### src/rtl/scc_pkg.sv
package scc_pkg;

    // Register offsets on the configuration port
    localparam logic [14:0] ADDR_CLOCK_SYSREF_CONTROL = 15'h0029;
    localparam logic [14:0] ADDR_CLOCK_INPUT_OPTIONS  = 15'h002a;
    localparam logic [14:0] ADDR_CLOCK_PATH_TUNING    = 15'h002b;

    // Reset values
    localparam logic [7:0] RST_CLOCK_SYSREF_CONTROL = 8'h00;
    localparam logic [7:0] RST_CLOCK_INPUT_OPTIONS  = 8'h00;
    localparam logic [7:0] RST_CLOCK_PATH_TUNING    = 8'h11;

    // clock_sysref_control fields
    localparam int SYSREF_PROCESSOR_ENABLE_BIT = 6;
    localparam int SYSREF_RECEIVER_ENABLE_BIT  = 5;
    localparam int WINDOW_FINE_STEP_BIT        = 4;
    localparam int CAPTURE_DELAY_SELECT_MSB    = 3;
    localparam int CAPTURE_DELAY_SELECT_LSB    = 0;

    // clock_input_options fields
    localparam int SYSREF_AS_MARKER_ENABLE_BIT      = 3;
    localparam int DEVICE_CLOCK_DC_COUPLED_MODE_BIT = 2;
    localparam int SYSREF_DC_COUPLED_MODE_BIT       = 1;
    localparam int SYSREF_POLARITY_FLIP_BIT         = 0;

    // clock_path_tuning fields
    localparam int FEEDBACK_GAIN_HIGH_BIT           = 4;
    localparam int SUPPLY_NOISE_SUPPRESS_ENABLE_BIT = 2;
    localparam int SAMPLE_CLOCK_DELAY_MSB           = 1;
    localparam int SAMPLE_CLOCK_DELAY_LSB           = 0;

    // Value returned for an address outside this bank
    localparam logic [7:0] UNMAPPED_READ_VALUE = 8'h00;

endpackage

### src/rtl/scc_byte_reg.sv
`timescale 1ns/1ps

// One byte-wide read/write configuration register
module scc_byte_reg #(
    parameter logic [7:0] RESET_VALUE = 8'h00
) (
    // Clock and reset
    input  wire logic       clock,
    input  wire logic       resetn,
    // Write side
    input  wire logic       wr_en,
    input  wire logic [7:0] wr_data,
    // Stored value
    output logic [7:0]      value
);

    logic [7:0] value_reg;
    logic [7:0] value_next;

    // Reserved bits are stored like the rest so they read back as written
    always_comb begin
        value_next = value_reg;
        if (wr_en) begin
            value_next = wr_data;
        end
    end

    // Reset takes the constant reset value only
    always_ff @(posedge clock or negedge resetn) begin
        if (!resetn) begin
            value_reg <= RESET_VALUE;
        end else begin
            value_reg <= value_next;
        end
    end

    assign value = value_reg;

endmodule

### src/rtl/scc_regs.sv
`timescale 1ns/1ps

// Contract
// - Bit 6 of clock_sysref_control enables the SYSREF processor; resets disabled.
// - Bit 5 of clock_sysref_control switches on the SYSREF receiver; resets disabled.
// - window_fine_step in bit 4 selects smaller windowing delay steps.
// - capture_delay_select in bits 3:0 picks the applied SYSREF capture delay.
// - Marker bit plus output marker enable put SYSREF on sample LSB, bypass only.
// - Bit 2 selects DC-coupled clock input mode, bit 1 for SYSREF input.
// - sysref_polarity_flip in bit 0 of clock_input_options inverts aligned SYSREF.
// - Bit 4 of clock_path_tuning sets high feedback gain when one; resets one.
// - supply_noise_suppress_enable in bit 2 suppresses supply noise on analog clock.
// - sample_clock_delay in bits 1:0 is one-hot sampling clock delay; resets one.
// - After reset the first two registers read zero, the third reads 0x11.

module scc_regs (
    // Clock and reset
    input  wire logic        clock,
    input  wire logic        resetn,
    // Register port from the serial configuration engine
    input  wire logic [14:0] reg_addr,
    input  wire logic        reg_wr,
    input  wire logic [7:0]  reg_wdata,
    input  wire logic        reg_rd,
    output logic [7:0]       reg_rdata,
    output logic             reg_hit,
    // SYSREF path in
    input  wire logic        sysref_pin,
    input  wire logic        output_marker_enable,
    input  wire logic        decimation_bypass,
    input  wire logic        sample_lsb_in,
    // SYSREF path out
    output logic             sysref_receiver_on,
    output logic             sysref_processor_on,
    output logic             sysref_event,
    output logic             sample_lsb_out,
    output logic             window_fine_step,
    output logic [3:0]       capture_delay_select,
    // Clock input and clock path controls
    output logic             device_clock_dc_coupled_mode,
    output logic             sysref_dc_coupled_mode,
    output logic             feedback_gain_high,
    output logic             supply_noise_suppress_enable,
    output logic [1:0]       sample_clock_delay
);

    ////////////////////////////////////////////////////////////////////////////
    // Register storage

    logic [7:0] sysref_ctrl;
    logic [7:0] input_opts;
    logic [7:0] path_tuning;
    logic       wr_ctrl;
    logic       wr_opts;
    logic       wr_tune;

    // Address decode of the three writable bytes
    assign wr_ctrl = reg_wr && (reg_addr == scc_pkg::ADDR_CLOCK_SYSREF_CONTROL);
    assign wr_opts = reg_wr && (reg_addr == scc_pkg::ADDR_CLOCK_INPUT_OPTIONS);
    assign wr_tune = reg_wr && (reg_addr == scc_pkg::ADDR_CLOCK_PATH_TUNING);

    scc_byte_reg #(
        .RESET_VALUE (scc_pkg::RST_CLOCK_SYSREF_CONTROL)
    ) u_sysref_ctrl (
        .clock   (clock),
        .resetn  (resetn),
        .wr_en   (wr_ctrl),
        .wr_data (reg_wdata),
        .value   (sysref_ctrl)
    );

    scc_byte_reg #(
        .RESET_VALUE (scc_pkg::RST_CLOCK_INPUT_OPTIONS)
    ) u_input_opts (
        .clock   (clock),
        .resetn  (resetn),
        .wr_en   (wr_opts),
        .wr_data (reg_wdata),
        .value   (input_opts)
    );

    scc_byte_reg #(
        .RESET_VALUE (scc_pkg::RST_CLOCK_PATH_TUNING)
    ) u_path_tuning (
        .clock   (clock),
        .resetn  (resetn),
        .wr_en   (wr_tune),
        .wr_data (reg_wdata),
        .value   (path_tuning)
    );

    ////////////////////////////////////////////////////////////////////////////
    // Read back

    logic [7:0] rdata_reg;
    logic [7:0] rdata_next;
    logic       hit_reg;
    logic       hit_next;

    // Whole byte returned, reserved bits included, since they are read/write
    always_comb begin
        rdata_next = rdata_reg;
        hit_next   = 1'b0;
        if (reg_rd) begin
            hit_next = 1'b1;
            unique case (reg_addr)
                scc_pkg::ADDR_CLOCK_SYSREF_CONTROL: rdata_next = sysref_ctrl;
                scc_pkg::ADDR_CLOCK_INPUT_OPTIONS:  rdata_next = input_opts;
                scc_pkg::ADDR_CLOCK_PATH_TUNING:    rdata_next = path_tuning;
                default: begin
                    rdata_next = scc_pkg::UNMAPPED_READ_VALUE;
                    hit_next   = 1'b0;
                end
            endcase
        end
    end

    always_ff @(posedge clock or negedge resetn) begin
        if (!resetn) begin
            rdata_reg <= 8'h00;
            hit_reg   <= 1'b0;
        end else begin
            rdata_reg <= rdata_next;
            hit_reg   <= hit_next;
        end
    end

    assign reg_rdata = rdata_reg;
    assign reg_hit   = hit_reg;

    ////////////////////////////////////////////////////////////////////////////
    // Field outputs

    assign sysref_receiver_on = sysref_ctrl[scc_pkg::SYSREF_RECEIVER_ENABLE_BIT];
    assign sysref_processor_on = sysref_ctrl[scc_pkg::SYSREF_PROCESSOR_ENABLE_BIT];
    assign window_fine_step = sysref_ctrl[scc_pkg::WINDOW_FINE_STEP_BIT];
    assign capture_delay_select =
        sysref_ctrl[scc_pkg::CAPTURE_DELAY_SELECT_MSB:scc_pkg::CAPTURE_DELAY_SELECT_LSB];
    assign device_clock_dc_coupled_mode =
        input_opts[scc_pkg::DEVICE_CLOCK_DC_COUPLED_MODE_BIT];
    assign sysref_dc_coupled_mode = input_opts[scc_pkg::SYSREF_DC_COUPLED_MODE_BIT];
    assign feedback_gain_high = path_tuning[scc_pkg::FEEDBACK_GAIN_HIGH_BIT];
    assign supply_noise_suppress_enable =
        path_tuning[scc_pkg::SUPPLY_NOISE_SUPPRESS_ENABLE_BIT];
    // one-hot delay passed as written, software keeps it one-hot
    assign sample_clock_delay =
        path_tuning[scc_pkg::SAMPLE_CLOCK_DELAY_MSB:scc_pkg::SAMPLE_CLOCK_DELAY_LSB];

    ////////////////////////////////////////////////////////////////////////////
    // SYSREF path

    logic sync1_reg;
    logic sync2_reg;
    logic prev_reg;
    logic event_reg;
    logic lsb_reg;
    logic sync1_next;
    logic sync2_next;
    logic prev_next;
    logic event_next;
    logic lsb_next;
    logic aligned;
    logic rx_live;
    logic marker_on;

    // a receiver that is off presents a quiet low level
    assign rx_live = sysref_receiver_on && sync2_reg;

    // polarity flip applied to the level used for alignment
    assign aligned = rx_live ^ input_opts[scc_pkg::SYSREF_POLARITY_FLIP_BIT];

    // marker needs both enables and decimation bypass
    assign marker_on = input_opts[scc_pkg::SYSREF_AS_MARKER_ENABLE_BIT]
                       && output_marker_enable && decimation_bypass;

    // Pin passes two flops before use; events are rising edges of aligned level
    always_comb begin
        sync1_next = sysref_pin;
        sync2_next = sync1_reg;
        prev_next  = aligned;
        // events only handled while the processor is enabled
        event_next = sysref_processor_on && aligned && !prev_reg;
        lsb_next   = marker_on ? aligned : sample_lsb_in;
    end

    always_ff @(posedge clock or negedge resetn) begin
        if (!resetn) begin
            sync1_reg <= 1'b0;
            sync2_reg <= 1'b0;
            prev_reg  <= 1'b0;
            event_reg <= 1'b0;
            lsb_reg   <= 1'b0;
        end else begin
            sync1_reg <= sync1_next;
            sync2_reg <= sync2_next;
            prev_reg  <= prev_next;
            event_reg <= event_next;
            lsb_reg   <= lsb_next;
        end
    end

    assign sysref_event   = event_reg;
    assign sample_lsb_out = lsb_reg;

endmodule

### config.mk
export PLATFORM = sky130hd
export DESIGN_NAME = scc_regs
export DESIGN_NICKNAME = d
export VERILOG_FILES = /design/src/rtl/scc_pkg.sv /design/src/rtl/scc_byte_reg.sv /design/src/rtl/scc_regs.sv
export SDC_FILE = /design/constraint.sdc
export NUM_CORES = 1
export LEC_CHECK = 0
export BUFFER_PORTS_ARGS = -buffer_cell sky130_fd_sc_hd__buf_2
export CAP_MARGIN = 20
export CORE_UTILIZATION = 31
export DETAILED_ROUTE_END_ITERATION = 6
export HOLD_SLACK_MARGIN = 0.06
export PLACE_DENSITY = 0.53
export RECOVER_POWER = 25
export SLEW_MARGIN = 40
export SYNTH_ARGS = -nofsm -noshare
export SYNTH_HDL_FRONTEND = slang
export SYNTH_SLANG_ARGS = --single-unit
### constraint.sdc
create_clock -name clock -period 2.4 [get_ports clock]
set_input_delay 0.24 -clock clock [delete_from_list [all_inputs] [get_ports clock]]
set_output_delay 0.24 -clock clock [all_outputs]
set_load 0.1 [all_outputs]
==> results by group, run 1 <==
Timing
  – Slew Limit Fails: 0
  – Final hold vios: 0
  – Rel. slew slack: 35.4%
  – Worst Max-Slew Pin Slew: 0.968 ns
  – Fin Setup TNS: 0 ns
  – Setup-failing EPs final: 0
  – Fmax: 518 MHz
  – Min Tclk post-route: 1.93 ns
  – RSZ-0062 raised after global routing: false
  – Setup Skew: 0.00274 ns
  – Final worst slack: 0.468 ns
  – Fin crit share: 80.5%

Yosys
  – Synth Area in Compound Gates: 11.1%
  – Simple-gate portion of the synthesized area: 13.9%
  – Largest family of logic cells by synthesized area: multiplexers
  – Cell area after synthesis: 1730 um2
  – Synth Area in XOR/XNOR: 0.507%
  – Net Count, Synth: 157
  – Register bit total from synthesis: 38
  – Synth Area per Inst: 13.7 um2
  – Cells after Synth: 126
  – Synth cell types: 26
  – YS warnings: 0
  – Adder-cell area share of the yosys netlist: 0%
  – Post-synthesis mux area share: 15.6%
  – Seq/Total Area, Yosys: 55.1%

Route
  – Final wirelength: 4.14 mm
  – DRC Markers: 0
  – Initial DRC count: 62
  – Vias per cell: 4.90
  – Final ANT Viol Nets: 0
  – First-pass iteration count of the detailed router: 4
  – Vias: 1249
  – WL per Instance: 16.2 um

Die
  – Initial core utilization: 33.0%
  – Die Y: 76.7 um
  – Core box area: 5240 um2
  – # rows: 26
  – I/O pins: 55
  – Die Area: 5880 um2
  – Chip width: 76.7 um

Placed design
  – IO buf count: 54
  – Placed Cells: 245
  – Dpl ws: 0.131 ns
  – Post-DP HPWL: 2.95 mm
  – Routability cong.: 0.713

Critical path
  – Worst-path fanout max: 8
  – Crit path required time: 2.57 ns
  – Reg2reg start: u_sysref_ctrl.value[5]$_DFFE_PN0P_
  – Critical Path Sink Type: flop
  – Worst setup SP type: input pin
  – WP data arrival: 2.10 ns
  – Kind of critical path: in2reg
  – Setup crit start: reg_addr[10]
  – Worst path cell trace: buf_2, or4_4, nor4_4, nand4b_2, mux2_2
  – CP max stage cell: or4_4
  – Crit-path max cell delay: 0.58 ns

Finish
  – # diodes: 0
  – Layout area overhead: 26.7%
  – Fin util: 41.8%
  – Most common cell after layout, fill and taps aside: buf_2
  – Layout fillers: 499
  – Commonest cells after routing, fill and taps aside: buf_2 (53), dfrtp_1 (36), mux2_2 (24)
  – Layout cell share with drive strength beyond 1: 54.6%
  – Final std cells w/o fill: 255
  – Layout Nets: 215

GRT
  – Total track usage: 16.2%
  – Largest net degree at the start of global routing: 39
  – Initial antenna violation count: 0
  – Congestion Overflow GR: 0
  – Vias in the first global route: 1446
  – Global-route wire length before repair: 7.33 mm

CTS
  – Post-CTS Resized: 0
  – Postcts setup bufs: 0
  – CTS Root Cell: clkbuf_8
  – CTS clk-pin slew, worst paths: 0.07 ns
  – Sink Count: 38
  – Num CTS Buffers: 5
  – H-Tree Depth: 2
  – Clk Latency, worst-skew pair: 0.28 ns
  – CTS tree: done
  – Clk buf depth: 2

Power
  – Leakage power: 1.15 nW
  – Maximum vdd drop: 0.332 mV
  – Power Density: 557 nW/um2

Worst hold path
  – Hold Path Origin: sample_lsb_in
  – Hold crit path type: in2reg

Run
  – Max-cap viol count: 0

Status
  – Status: finished clean
[routing by layer]
metal | wire, um | track usage, % | vias up
met5 | 0 | 0 | -
met4 | 42 | 5.58 | 0
li1 | - | - | 583
met2 | 2080 | 27.1 | 39
met1 | 1780 | 19.0 | 621
met3 | 239 | 5.71 | 6
[metrics by stage]
step	hold WS (ns)	power (mW)	cell area, um2
finish	0.168	1.22	2190
global route	0.203	1.29	2190
CTS	0.0817	1.24	2180
detailed placement	0.342	0.732	2060
global placement	0.334	0.729	2060
floorplan	-0.0556	0.685	1730
[report_power, final]
part	internal, mW	leakage, nW	switching, mW	total, mW
combinational	0.0309	0.579	0.0464	0.0773
sequential	0.643	0.517	0.000696	0.644
clock	0.290	0.0575	0.209	0.499
[cells in the mapped netlist]
cell	count	area, um2
a21boi_0	7	52.6
a21boi_1	1	7.51
a22oi_1	16	120
buf_4	6	45.0
clkbuf_1	3	11.3
dfrtp_1	36	901
dfstp_2	2	52.6
inv_1	2	7.51
mux2_2	24	270
nand2_1	2	7.51
nand2b_1	9	56.3
nand3_1	1	5.00
nand4_2	1	12.5
nand4b_1	1	8.76
nand4b_2	2	30.0
nand4bb_1	1	11.3
nor3b_1	1	7.51
nor4_2	3	37.5
nor4_4	1	21.3
o211ai_1	1	7.51
o21ai_0	1	5.00
or3_1	1	6.26
or4_4	1	11.3
or4b_4	1	13.8
or4bb_1	1	11.3
xor2_1	1	8.76
[critical path, delay by kind of cell]
kind          cells  cell delay, ns
buf+inv           1            0.10
mux               1            0.39
simple gates      3            1.38
[cell families (layout without fill, tap and decap cells)]
family	Yosys count	in the layout
and+or+nand+nor	26	26
DFF	38	38
xor gates and xnor gates	1	1
muxes	24	24
AOI/OAI and AO/OA	26	26
buffers and inverters	11	70
[worst paths after layout]
kind | to | slack (ns) | depth (start not counted)
setup / recovery | u_sysref_ctrl.value[6]$_DFFE_PN0P_ | 0.47 | 5
hold / removal | sample_lsb_out$_DFF_PN0_ | 0.17 | 3
setup reg to reg | sample_lsb_out$_DFF_PN0_ | 1.45 | 3
hold reg to reg | sync2_reg$_DFF_PN0_ | 0.36 | 0
max in group asynchronous | u_path_tuning.value[1]$_DFFE_PN0P_ | 1.16 | 2
min in group asynchronous | sync1_reg$_DFF_PN0_ | 0.65 | 2
[area by class of cell]
class                           instances  area (um2)  share of cell area (%)
Clock buffer                            8         110                    5.03
Inverter                                2        7.51                   0.343
Multi-Input combinational cell         77         712                    32.5
Sequential cell                        38         953                    43.5
Tap cell                               70        87.6                    4.00
Timing Repair Buffer                   60         320                    14.6
[repair_timing]
item                                    CTS  global route
hold buffers                              1             1
endpoints found under the hold margin     1            36
endpoints found under the setup margin    0             0
No activity file was read; power rests on OpenSTA's default activity.
==> run 2: changes to the inputs <==
ABC_AREA = 1   (was unset)
PLACE_DENSITY = 0.54   (was 0.53)
clock period = 1.6 ns   (was 2.4 ns; I/O delays follow)
==> results by group, run 2 <==
Critical path
  – Worst-path fanout max: 3 (-5)
  – Buf/Inv on CP: 1 (unchanged)
  – WP data arrival: 1.29 ns (-0.81 ns)
  – Worst path cell trace: buf_2
  – Crit path required time: 1.44 ns (-1.13 ns)
  – Worst setup SP type: flop
  – Kind of critical path: reg2out
  – CP delay by family, top: flip-flops
  – Crit-path max cell delay: 0.56 ns (-0.02 ns)
  – CP max stage cell: dfstp_2
  – Critical Path Sink Type: primary output

CTS
  – CTS Root Cell: clkbuf_8
  – H-Tree Depth: 2 (unchanged)
  – Cts hold-fix bufs: 2 (+1)
  – Num CTS Buffers: 5 (unchanged)
  – CTS tree: done
  – Clk Latency, worst-skew pair: 0.30 ns (+0.02 ns)
  – CTS clk-pin slew, worst paths: 0.07 ns (about the same)
  – Post-CTS Resized: 0 (unchanged)
  – Sink Count: 38 (unchanged)
  – Postcts setup bufs: 0 (unchanged)
  – Clk buf depth: 2 (unchanged)

Yosys
  – Number of flops mapped to enable cells by yosys: 0 (unchanged)
  – Most instantiated library cell after synthesis: nand2_1
  – Cells after Synth: 220 (+75%)
  – Synth cell types: 19 (-27%)
  – Share of the synthesized area in the top cell type: 47.2% (-4.9 points)
  – Area contributors post-synth: dfrtp_1 (47%), nand2_1 (16%), nand3_1 (8.9%)
  – Synth Area per Inst: 8.68 um2 (-37%)
  – YS warnings: 0 (unchanged)
  – Register bit total from synthesis: 38 (unchanged)
  – Ys async rst share: 100% (unchanged)
  – Cell area after synthesis: 1910 um2 (+10%)
  – Post-synth top flop: dfrtp_1
  – Net Count, Synth: 251 (+60%)
  – List of most frequent post-synthesis cells: nand2_1 (79), dfrtp_1 (36), nand3_1 (34)
  – Cell taking the most area after synthesis: dfrtp_1
  – Seq/Total Area, Yosys: 49.9% (-5.2 points)

Finish
  – Layout fillers: 620 (+24%)
  – Layout area overhead: 21.8%
  – Commonest cells after routing, fill and taps aside: nand2_1 (79), buf_2 (54), dfrtp_1 (36)
  – Most common cell after layout, fill and taps aside: nand2_1
  – Layout cell share with drive strength beyond 1: 29.6% (-25 points)
  – # diodes: 0 (unchanged)
  – Final std cells w/o fill: 352 (+38%)
  – Layout Nets: 307 (+43%)

Timing
  – Fin crit share: 90.6%
  – Slew Limit Fails: 0 (unchanged)
  – Setup-failing EPs final: 0 (unchanged)
  – RSZ-0062 raised after global routing: false
  – Worst Max-Slew Pin Slew: 0.935 ns (-0.0331 ns)
  – Fin Setup TNS: 0 ns (unchanged)
  – Fmax: 690 MHz
  – Min Tclk post-route: 1.45 ns
  – Rel. slew slack: 37.7% (+2.2 points)
  – Setup Skew: 0.0112 ns (+0.00842 ns)
  – Final hold vios: 0 (unchanged)

Route
  – Final wirelength: 4.28 mm (+3.5%)
  – First-pass iteration count of the detailed router: 4 (unchanged)
  – DRC Markers: 0 (unchanged)
  – Initial DRC count: 61 (-1.6%)
  – Vias: 1571 (+26%)
  – Vias per cell: 4.46 (-8.9%)
  – WL per Instance: 12.2 um (-25%)
  – Final ANT Viol Nets: 0 (unchanged)

Die
  – I/O pins: 55 (unchanged)
  – Initial core utilization: 32.2% (-0.77 points)
  – Chip width: 80.5 um (+4.9%)
  – Die Y: 80.5 um (+4.9%)
  – Core box area: 5920 um2 (+13%)
  – # rows: 28 (+7.7%)
  – Die Area: 6480 um2 (+10%)

Run
  – Max-cap viol count: 0 (unchanged)

Placed design
  – Post-DP HPWL: 3.32 mm (+12%)
  – Routability cong.: 0.751 (+5.3%)
  – Placed Cells: 342 (+40%)
  – IO buf count: 54 (unchanged)

GRT
  – Largest net degree at the start of global routing: 39 (unchanged)
  – Vias in the first global route: 1606 (+11%)
  – Congestion Overflow GR: 0 (unchanged)
  – Total track usage: 15.6% (-0.54 points)
  – Global-route wire length before repair: 7.68 mm (+4.8%)
  – Initial antenna violation count: 0 (unchanged)

Status
  – Status: finished clean

Power
  – Maximum vdd drop: 0.273 mV (-18%)
  – Tot Pwr: 1.74 mW (+43%)
  – Leakage power: 1.45 nW (+26%)
  – Power Density: 748 nW/um2 (+34%)

Worst hold path
  – Hold crit path type: in2reg
## run 2: final timing paths
check                                                         from                                 end  slack [ns]  depth (start not counted)
worst max-delay path            u_path_tuning.value[4]$_DFFE_PN1P_                  feedback_gain_high        0.15                          1
worst min-delay path                                 sample_lsb_in            sample_lsb_out$_DFF_PN0_        0.08                          3
worst max register to register  u_path_tuning.value[4]$_DFFE_PN1P_            reg_rdata[4]$_DFFE_PN0P_        0.69                          4
worst min register to register                 sync1_reg$_DFF_PN0_                 sync2_reg$_DFF_PN0_        0.36                          0
max in group asynchronous                                   resetn  u_path_tuning.value[3]$_DFFE_PN0P_        0.41                          3
min in group asynchronous                                   resetn  u_sysref_ctrl.value[0]$_DFFE_PN0P_        0.61                          3
## run 2: power by group
part           switching (mW)  internal (mW)  leakage, nW  total (mW)
registers             0.00148          0.964        0.501       0.966
clock network           0.340          0.307       0.0374       0.647
logic                  0.0863         0.0414        0.910       0.128
## run 2: kinds of logic (layout without fill, tap and decap cells)
logic type | after synthesis | after routing | synth area share [%]
buffers and inverters | 22 | 79 | 6.49
AOI/OAI and AO/OA | 26 | 26 | 6.88
and+or+nand+nor | 134 | 134 | 36.7
DFF | 38 | 38 | 49.9
## run 2: routing by layer
layer	GRT usage [%]	vias up	part of all wire, %
met3	3.30	7	3.9
met1	20.6	706	50
met2	25.4	30	45
met5	0	-	0
met4	4.82	0	1.4
li1	-	828	-
## run 2: layout make-up
class / instances / area [um2] / area share, %
clock buffer: 6 / 72.6 / 3.12
tap: 75 / 93.8 / 4.03
sequential: 38 / 953 / 41.0
timing repair buffer: 60 / 318 / 13.7
multi-input combinational: 160 / 832 / 35.8
inverter: 11 / 41.3 / 1.78
clock inverter: 2 / 15.0 / 0.646
## run 2: through the flow
stage / utilization (%) / hold slack (ns) / instance area, um2 / worst slack (ns)
after floorplan: - / -0.136 / 1910 / 0.198
after global placement: 37.5 / 0.240 / 2220 / 0.289
after detailed placement: 37.5 / 0.238 / 2220 / 0.312
after CTS: 39.3 / 0.0721 / 2330 / 0.140
after global routing: 39.3 / 0.0867 / 2330 / 0.111
final: 39.3 / 0.0753 / 2330 / 0.150
